**src/rtl/bridge_excitation_defs.vh**
```
// constants for the bridge excitation drive block
`ifndef BRIDGE_EXCITATION_DEFS_VH
`define BRIDGE_EXCITATION_DEFS_VH

// register byte addresses
`define REG_CONTROL_ADDR        8'h00
`define REG_HALF_PERIOD_ADDR    8'h04
`define REG_STATUS_ADDR         8'h08
`define REG_REVERSAL_COUNT_ADDR 8'h0C

// control register fields
`define CTRL_FUNCTION_SELECT_BIT 0
`define CTRL_LOWER_BIT           1
`define CTRL_UPPER_BIT           2
`define CTRL_AC_ENABLE_BIT       3
`define CTRL_CHOP_ENABLE_BIT     4
`define CTRL_WIDTH               5
`define CTRL_RESET_VALUE         5'h00

// status register fields
`define STAT_PHASE_BIT    0
`define STAT_INVERTED_BIT 1
`define STAT_ACTIVE_BIT   2
`define STAT_STATE_LSB    3
`define STAT_STATE_MSB    4

// one less than the half period of the excitation phase, in master clock cycles
`define HALF_PERIOD_WIDTH       16
`define HALF_PERIOD_RESET_VALUE 16'h0100

// phase sequencer states
`define PHASE_NORMAL     2'b00
`define PHASE_GAP_TO_REV 2'b01
`define PHASE_REVERSED   2'b10
`define PHASE_GAP_TO_NRM 2'b11

`endif

```
**src/rtl/excitation_phase_gen.v**
```verilog
// non-overlapping excitation phase sequencer
`include "bridge_excitation_defs.vh"

module excitation_phase_gen
(
	input  wire       mclk,
	input  wire       arst_n,
	input  wire       active,
	input  wire       toggle_tick,
	output reg        excitation_phase_out,
	output reg        excitation_phase_inverted_out,
	output reg  [1:0] phase_state,
	output reg        reversal_done
);

	localparam NORMAL     = `PHASE_NORMAL;
	localparam GAP_TO_REV = `PHASE_GAP_TO_REV;
	localparam REVERSED   = `PHASE_REVERSED;
	localparam GAP_TO_NRM = `PHASE_GAP_TO_NRM;

	reg [1:0] next_phase_state;

	always @*
	begin
		next_phase_state = phase_state;
		case (phase_state)
			NORMAL:
				if (active && toggle_tick)
					next_phase_state = GAP_TO_REV;
			GAP_TO_REV:
				// a gap always lasts one cycle, even if disabled meanwhile
				next_phase_state = active ? REVERSED : NORMAL;
			REVERSED:
				// leaving reversal also goes through the gap
				if (!active || toggle_tick)
					next_phase_state = GAP_TO_NRM;
			GAP_TO_NRM:
				next_phase_state = NORMAL;
			default:
				next_phase_state = NORMAL;
		endcase
	end

	always @(posedge mclk or negedge arst_n)
	begin
		if (!arst_n)
		begin
			phase_state                   <= NORMAL;
			excitation_phase_out          <= 1'b1;
			excitation_phase_inverted_out <= 1'b0;
			reversal_done                 <= 1'b0;
		end
		else
		begin
			phase_state <= next_phase_state;
			// phase outputs decoded from the next state and registered; reversal_done from the current state
			excitation_phase_out <= (next_phase_state == NORMAL);
			excitation_phase_inverted_out <=
				(next_phase_state == REVERSED);
			reversal_done <= (phase_state == GAP_TO_REV) ||
				(phase_state == GAP_TO_NRM);
		end
	end

endmodule // excitation_phase_gen

```
**src/rtl/bridge_excitation_drive.v**
```verilog
// bridge excitation drive: register port, shared pins, phase timing
`include "bridge_excitation_defs.vh"

// Contract
// - a control bit chooses analog input or digital outputs on shared pins
// - in digital mode the positive shared pin follows the upper output bit
// - in digital mode the negative shared pin follows the lower output bit
// - phase output high means normal excitation, low means reversed
// - phase output stays high unless both excitation enables are set
// - inverted phase output is the complement, toggling in anti-phase
// - inverted phase output stays low unless both enables are set
// - both phase outputs low for exactly one cycle at each toggle
module bridge_excitation_drive
#(
	parameter ADDR_WIDTH = 8,
	parameter DATA_WIDTH = 32,
	parameter HP_WIDTH   = `HALF_PERIOD_WIDTH,
	parameter CNT_WIDTH  = 16
)
(
	input  wire                  mclk,
	input  wire                  arst_n,
	input  wire [ADDR_WIDTH-1:0] reg_addr,
	input  wire [DATA_WIDTH-1:0] reg_wdata,
	input  wire                  reg_write,
	input  wire                  reg_read,
	output reg  [DATA_WIDTH-1:0] reg_rdata,
	output wire                  excitation_phase_out,
	output wire                  excitation_phase_inverted_out,
	output reg                   shared_positive_pin_out,
	output reg                   shared_positive_pin_oe_n,
	output reg                   shared_negative_pin_out,
	output reg                   shared_negative_pin_oe_n,
	output reg                   analog_pair_select
);

	// control register
	reg  [`CTRL_WIDTH-1:0] control;
	wire                   shared_pin_function_select;
	wire                   general_output_lower_bit;
	wire                   general_output_upper_bit;
	wire                   alternating_excitation_enable;
	wire                   chopping_enable;

	// timing
	reg  [HP_WIDTH-1:0]    half_period;
	reg  [HP_WIDTH-1:0]    divider;
	reg  [HP_WIDTH-1:0]    next_divider;
	reg                    toggle_tick;
	wire                   active;

	// status
	wire [1:0]             phase_state;
	wire                   reversal_done;
	reg  [CNT_WIDTH-1:0]   reversal_count;

	// bus decode
	wire                   hit_control;
	wire                   hit_half_period;
	wire                   hit_status;
	wire                   hit_count;
	reg  [DATA_WIDTH-1:0]  next_rdata;

	// a programmed half period of zero behaves as one
	function [HP_WIDTH-1:0] effective_half;
		input [HP_WIDTH-1:0] value;
		begin
			if (value == {HP_WIDTH{1'b0}})
				effective_half = {{(HP_WIDTH-1){1'b0}}, 1'b1};
			else
				effective_half = value;
		end
	endfunction

	function addr_match;
		input [ADDR_WIDTH-1:0] addr;
		input [7:0]            target;
		begin
			addr_match = (addr == target[ADDR_WIDTH-1:0]);
		end
	endfunction

	assign shared_pin_function_select =
		control[`CTRL_FUNCTION_SELECT_BIT];
	assign general_output_lower_bit = control[`CTRL_LOWER_BIT];
	assign general_output_upper_bit = control[`CTRL_UPPER_BIT];
	assign alternating_excitation_enable =
		control[`CTRL_AC_ENABLE_BIT];
	assign chopping_enable = control[`CTRL_CHOP_ENABLE_BIT];

	// toggling only when both enables are set
	assign active = alternating_excitation_enable &&
		chopping_enable;

	assign hit_control     = addr_match(reg_addr, `REG_CONTROL_ADDR);
	assign hit_half_period = addr_match(reg_addr, `REG_HALF_PERIOD_ADDR);
	assign hit_status      = addr_match(reg_addr, `REG_STATUS_ADDR);
	assign hit_count       = addr_match(reg_addr, `REG_REVERSAL_COUNT_ADDR);

	// register writes
	always @(posedge mclk or negedge arst_n)
	begin
		if (!arst_n)
		begin
			control     <= `CTRL_RESET_VALUE;
			half_period <= `HALF_PERIOD_RESET_VALUE;
		end
		else if (reg_write)
		begin
			if (hit_control)
				control <= reg_wdata[`CTRL_WIDTH-1:0];
			if (hit_half_period)
				half_period <= reg_wdata[HP_WIDTH-1:0];
		end
	end

	// read data stands only in the cycle after the read strobe
	always @*
	begin
		next_rdata = {DATA_WIDTH{1'b0}};
		if (reg_read)
		begin
			if (hit_control)
				next_rdata[`CTRL_WIDTH-1:0] = control;
			else if (hit_half_period)
				next_rdata[HP_WIDTH-1:0] = half_period;
			else if (hit_status)
			begin
				next_rdata[`STAT_PHASE_BIT] = excitation_phase_out;
				next_rdata[`STAT_INVERTED_BIT] =
					excitation_phase_inverted_out;
				next_rdata[`STAT_ACTIVE_BIT] = active;
				next_rdata[`STAT_STATE_MSB:`STAT_STATE_LSB] = phase_state;
			end
			else if (hit_count)
				next_rdata[CNT_WIDTH-1:0] = reversal_count;
		end
	end

	always @(posedge mclk or negedge arst_n)
	begin
		if (!arst_n)
			reg_rdata <= {DATA_WIDTH{1'b0}};
		else
			reg_rdata <= next_rdata;
	end

	// half-period divider; held cleared while idle so a new start
	// always gives a full first half period
	always @*
	begin
		next_divider = divider + {{(HP_WIDTH-1){1'b0}}, 1'b1};
		if (!active || toggle_tick)
			next_divider = {HP_WIDTH{1'b0}};
		else if (divider >= effective_half(half_period) -
			{{(HP_WIDTH-1){1'b0}}, 1'b1})
			next_divider = {HP_WIDTH{1'b0}};
	end

	always @(posedge mclk or negedge arst_n)
	begin
		if (!arst_n)
		begin
			divider     <= {HP_WIDTH{1'b0}};
			toggle_tick <= 1'b0;
		end
		else
		begin
			divider     <= next_divider;
			toggle_tick <= active && !toggle_tick &&
				(divider >= effective_half(half_period) -
				{{(HP_WIDTH-1){1'b0}}, 1'b1});
		end
	end

	excitation_phase_gen excitation_phase_gen_i
	(
		.mclk                          (mclk),
		.arst_n                        (arst_n),
		.active                        (active),
		.toggle_tick                   (toggle_tick),
		.excitation_phase_out          (excitation_phase_out),
		.excitation_phase_inverted_out (excitation_phase_inverted_out),
		.phase_state                   (phase_state),
		.reversal_done                 (reversal_done)
	);

	// passes through either gap state, aborted ones included, wraps; read-only
	always @(posedge mclk or negedge arst_n)
	begin
		if (!arst_n)
			reversal_count <= {CNT_WIDTH{1'b0}};
		else if (reversal_done)
			reversal_count <= reversal_count +
				{{(CNT_WIDTH-1){1'b0}}, 1'b1};
	end

	// shared pins: driven only in digital mode, else released to analog
	always @(posedge mclk or negedge arst_n)
	begin
		if (!arst_n)
		begin
			shared_positive_pin_out  <= 1'b0;
			shared_positive_pin_oe_n <= 1'b1;
			shared_negative_pin_out  <= 1'b0;
			shared_negative_pin_oe_n <= 1'b1;
			analog_pair_select       <= 1'b1;
		end
		else
		begin
			shared_positive_pin_oe_n <= !shared_pin_function_select;
			shared_negative_pin_oe_n <= !shared_pin_function_select;
			analog_pair_select       <= !shared_pin_function_select;
			shared_positive_pin_out  <= shared_pin_function_select &&
				general_output_upper_bit;
			shared_negative_pin_out  <= shared_pin_function_select &&
				general_output_lower_bit;
		end
	end

endmodule // bridge_excitation_drive

```
**config.mk**
```make
export PLATFORM = sky130hd
export DESIGN_NAME = bridge_excitation_drive
export DESIGN_NICKNAME = d
export VERILOG_FILES = /design/src/rtl/excitation_phase_gen.v /design/src/rtl/bridge_excitation_drive.v
export VERILOG_INCLUDE_DIRS = /design/src /design/src/rtl
export SDC_FILE = /design/constraint.sdc
export NUM_CORES = 1
export LEC_CHECK = 0
export BUFFER_PORTS_ARGS = -buffer_cell sky130_fd_sc_hd__buf_2
export CORE_MARGIN = 3
export CORE_UTILIZATION = 30
export DETAILED_ROUTE_END_ITERATION = 16
export PLACE_DENSITY_LB_ADDON = 0.25
export SLEW_MARGIN = 20
export SYNTH_ARGS = -nofsm -noshare
export SYNTH_HDL_FRONTEND = slang
export SYNTH_SLANG_ARGS = --single-unit
```
**constraint.sdc**
```tcl
create_clock -name mclk -period 5.4 [get_ports mclk]
set_input_delay 0.27 -clock mclk [delete_from_list [all_inputs] [get_ports mclk]]
set_output_delay 0.27 -clock mclk [all_outputs]
set_load 0.1 [all_outputs]
```
== Word level (Yosys, flattened, before mapping) ==
Index checks and enable logic that the tools add are counted.
Operators by class
  add/subtract/negate cells: 4
  magnitude comparators: 2
  eq/ne operators: 7
  muxes and demuxes: 15
  reductions and logical operators: 17
Operators with widths (number)
  2-to-1 mux 16 bit: 7
  adder 16 x 1 -> 16 bit (second input constant): 2
  >= comparator 16 bit: 2
  subtractor 16 x 1 -> 16 bit (second input constant): 2
  2-to-1 mux 11 bit: 2
  == test 8 x 4 -> 1 bit (second input constant): 2
  logical NOT 16 bit: 1
  2-to-1 mux 5 bit: 2
  == test 8 x 3 -> 1 bit (second input constant): 1
  logical NOT 8 bit: 1
  one-hot mux 2 bit (4 select lines): 1
  == test 2 bit (second input constant): 3
  logical AND 1 bit: 6
  2-to-1 mux 2 bit: 3
  logical NOT 2 bit: 2
  AND reduction 2 bit: 2
  logical NOT 1 bit: 3
  == test 2 x 1 -> 1 bit (second input constant): 1
  logical OR 1 bit: 2
Word-level totals
  bits in registers: 78
  input bits: 44
  output and inout port bits: 39
  logic and storage cells: 58

== Depth between registers and ports, before layout ==
  depth after elaboration: 8
  gate-level depth with buffers: 15
  mapped depth without buffers: 14

== By module ==
A second synthesis with hierarchy kept.
Second synthesis, totals
  cell total of the unflattened synthesis: 371
  area total of the unflattened synthesis: 4202.8 sq um
Modules (own cells, without submodules)
  bridge_excitation_drive: times used 1, cells an instance 356, area each 4015.1 sq um
  excitation_phase_gen: times used 1, cells an instance 15, area each 187.7 sq um

== Worst setup path after synthesis ==
OpenSTA, ideal clock, no wires.
  kind: register to register
  from: register half_period[0]
  to: register divider[10]
  library setup time: 0.136 ns
  arrival: 4.328 ns
  setup slack: 0.936 ns
  cell stages (with the launch flop): 16
  buffers on the path: 1
  cell sequence: dfrtp_1 > or4_4 > or4_4 > or4b_4 > and2b_1 > ha_1 > nor3b_1 > nand4b_1 > nor3_1 > xnor2_1 > ha_1 > and4_1 > nand4_1 > o311ai_1 > clkbuf_1 > nor3_1
Between the ends
  longest elaborated chain between the ends: 7
RTL lines
  start, declared: line bridge_excitation_drive.v:46  | reg [HP_WIDTH-1:0] half_period;
  start signal, assigned: line bridge_excitation_drive.v:106  | half_period <= `HALF_PERIOD_RESET_VALUE;
  start signal, assigned: line bridge_excitation_drive.v:113  | half_period <= reg_wdata[HP_WIDTH-1:0];
  logical NOT 16 bit: line bridge_excitation_drive.v:68  | if (value == {HP_WIDTH{1'b0}})
  2-to-1 mux 16 bit *: line bridge_excitation_drive.v:68
  2-to-1 mux 16 bit *: line bridge_excitation_drive.v:153  | if (!active || toggle_tick)
  subtractor 16 x 1 -> 16 bit *: line bridge_excitation_drive.v:155  | else if (divider >= effective_half(half_period) -
  >= comparator 16 bit *: line bridge_excitation_drive.v:155
  2-to-1 mux 16 bit *: line bridge_excitation_drive.v:155
  2-to-1 mux 16 bit *: line bridge_excitation_drive.v:153
  named net next_divider[10]: line bridge_excitation_drive.v:48  | reg [HP_WIDTH-1:0] next_divider;
  end signal, assigned: line bridge_excitation_drive.v:164  | divider <= {HP_WIDTH{1'b0}};
  end signal, assigned: line bridge_excitation_drive.v:169  | divider <= next_divider;
  end, declared: line bridge_excitation_drive.v:47  | reg [HP_WIDTH-1:0] divider;
The timed path passes the listed nets; every way through them passes the cells marked *. The select of a mux whose other input is x is not followed.
A chain may end at the register's enable or synchronous reset.

== Worst setup path in the final report ==
  from: register half_period[0]
  to: register divider[3]
The elaborated chain is that of the path after synthesis.

==> impl_metrics.ini <==
[global_route]
grtUsageMet1_pct = 17.5
use_met3_pct = 4.15
grt_max_degree = 79
grt_usage_pct = 12.7
grt_pass1_vias = 2892
met2_usage_pct = 18.9
top_usage_layer = met2
grt_antenna_before_repair = 1
grt_pass1_wl_mm = 14.7
grt_overflow = 0

[synth]
ys_types = 46
postSynth.asyncResetShare_pct = 100
ys_ff_latch = 78
yosys.area.top_type = dfrtp_1
yosys-top-cells-area = dfrtp_1 (46%), xnor2_1 (6.3%), mux2_2 (6.1%)
synth_edf_count = 0
synth_cells = 372
netlist_area_mm2 = 0.00406
synth_top_flop_cell = dfrtp_1
syn_avg_cell_area_um2 = 10.9
synth_top_area_share_pct = 46.2
ys_warn_count = 0
synth-seq-area-share_pct = 48.1

[floorplan]
dieArea_mm2 = 0.0150
core_area_mm2 = 0.0129
placementRows = 41
ioPinCount = 83
die_h_um = 122
initial_utilization_pct = 31.4
die_x_um = 122

[worst_setup_path]
worstPathArrival_ns = 4.91
reg2reg_slack_ns = 0.73
critPathKind = reg -> reg
rr_endpoint = divider[3]
required_ns = 5.64
end_kind = register
rr_worst_depth = 15
r2r_start = half_period[0]
worstPathMaxFanout = 16
setup.worst_path.start_class = register

[clocking]
tritoncts = yes
cts_max_level = 3
cts_buffers = 9
clockRootBuffer = clkbuf_16
cts.sinks = 78
clockBufferDepth = 2
ctsResizeCount = 0
clkTransAtPathRegs_ns = 0.06
clk_latency_ns = 0.34

[sta]
fin_crit_ns = 4.67
grt_setup_unrepaired = no
setup_viol = 0
post-route-period-util_pct = 86.4
tightest_slew_ns = 0.954
slew_violations = 0
fmax_ghz = 0.214
holdWs_ns = 0.167
worst_slew_margin_rel_pct = 36.1
fin_setup_tns_ns = 0
skew_ns = 0.00469
hold_viol_final = 0

[run_status]
status = complete, no violations

[routing]
drtAntennaViolNets = 0
routedWlPerCell_um = 14.6
routed_via_density = 4.76
route.detailed.drc = 0
first_pass_iters = 4
vias = 2866
wl_mm = 8.80
drtIter0Drc = 102

[worst_hold_path]
min_from = reg_wdata[8]
min_path_cells = 2
holdPathEnd = half_period[8]
min_path_type = in -> reg

[layout]
drive_gt1_share_pct = 24.0
nets = 488
antennaDiodeCount = 0
syn_to_final_growth_pct = 18.8
num-fill-cells = 1319

[flow_run]
cap_violations = 0

[pwr]
powerDensity_mw_per_mm2 = 326
p_leak_uw = 0.00228
ir_drop_v = 0.000138

[place]
place_hpwl_mm = 6.53
numPortBuffers = 50
place.gp.congestion = 0.786
## placed cells by master, fill, tap and decap left out, drive strengths merged, types with 3 or more instances in the layout
cell type / count
dfstp: 3
mux2: 22
xnor2: 29
a2111oi: 6
or3: 3
clkbuf: 11
mux2i: 16
bufinv: 3
dfrtp: 75
nor2: 36
xor2: 8
nand4: 6
and3: 3
or4: 6
inv: 11
and4: 3
o31ai: 3
nand3: 13
conb: 16
a211oi: 4
nor4: 5
ha: 19
a21o: 4
a21oi: 5
nor3: 19
buf: 53
or2: 3
nand2: 19
and2: 5
## cell families (layout without fill, tap and decap cells)
group,after synthesis,in the layout,share of synthesized area [%]
mux,38,38,10.0
fa+ha+maj,19,19,5.85
other cells,1,16,0.0923
buf+inv,37,80,5.08
compound gates,32,32,6.00
xor+xnor,37,37,7.97
flops,78,78,48.1
simple gates,130,130,16.8
## cells in the mapped netlist, types with 3 or more instances
master / instances
a2111oi_0: 6
a211oi_1: 4
a21o_1: 4
a21oi_1: 5
and2_1: 5
and3_1: 3
and4_1: 3
buf_4: 18
clkbuf_1: 8
dfrtp_1: 75
dfstp_2: 3
ha_1: 19
inv_1: 10
mux2_2: 22
mux2i_1: 16
nand2_1: 19
nand3_1: 13
nand4_1: 6
nor2_1: 36
nor3_1: 19
nor4_1: 4
o31ai_1: 3
or2_2: 3
or4_1: 4
xnor2_1: 29
xor2_1: 8
## worst max-delay path by stage
stage,from,endpoint,slack (ns)
after floorplan,half_period[0],divider[10],0.94
after global placement,half_period[0],divider[1],0.82
after detailed placement,half_period[0],divider[3],0.72
after CTS,half_period[0],divider[3],0.70
after global routing,half_period[9],divider[3],0.45
final,half_period[0],divider[3],0.73
## metrics by stage
step / setup slack (ns) / utilization (%) / cell area (um2) / instances / power, uW
floorplan: 0.936 / - / 4120 / 387 / 820
global placement: 0.822 / 34.3 / 4430 / 584 / 864
detailed placement: 0.720 / 34.3 / 4430 / 584 / 871
CTS: 0.702 / 37.1 / 4790 / 600 / 1590
global route: 0.450 / 37.4 / 4830 / 602 / 1650
finish: 0.732 / 37.4 / 4830 / 602 / 1570
## critical path: stages, from the launching register on
cell	delay, ns
dfrtp_1	0.43
or4_4	0.57
or4_4	0.47
or4b_4	0.56
and2b_1	0.20
ha_1	0.21
nor3b_1	0.19
nand4b_1	0.18
nor3_1	0.09
xnor2_1	0.15
ha_1	0.31
and4_1	0.24
a2111oi_0	0.39
o311ai_1	0.16
buf_4	0.22
nor3_1	0.21
## where the power goes
part / leakage (uW) / switching (uW) / internal, uW
Combinational: 0.00103 / 162 / 92.1
Clock: 0.000176 / 234 / 477
Sequential: 0.00108 / 13.4 / 593
## routing by layer
metal / part of all wire, % / vias to the layer above
met4: 1.2 / 2
li1: - / 1399
met5: 0.15 / -
met3: 6.5 / 12
met1: 48 / 1376
met2: 44 / 77
## registers in the layout, indices dropped and copies added (netlist names)
register                                              flops
shared_positive_pin_out                                   1
control                                                   5
shared_negative_pin_out                                   1
reg_rdata                                                16
reversal_count                                           16
half_period                                              16
excitation_phase_gen_i.excitation_phase_out               1
divider                                                  16
excitation_phase_gen_i.reversal_done                      1
analog_pair_select                                        1
excitation_phase_gen_i.phase_state                        2
toggle_tick                                               1
excitation_phase_gen_i.excitation_phase_inverted_out      1
## repair_timing
action | 4_1_cts | 5_1_grt
hold endpoints to repair | 0 | 19
hold buffers | 0 | 1
buffers inserted | 0 | 0
## cell type report
type | instances | area, um2 | area share, %
clock buffers | 11 | 253 | 5.23
clock inverters | 5 | 104 | 2.15
inverters | 10 | 37.5 | 0.777
multi-input cells | 272 | 1960 | 40.6
flip-flops and latches | 78 | 1960 | 40.5
well taps | 172 | 215 | 4.46
repair buffers | 54 | 305 | 6.32
No activity file was read; power rests on OpenSTA's default activity.
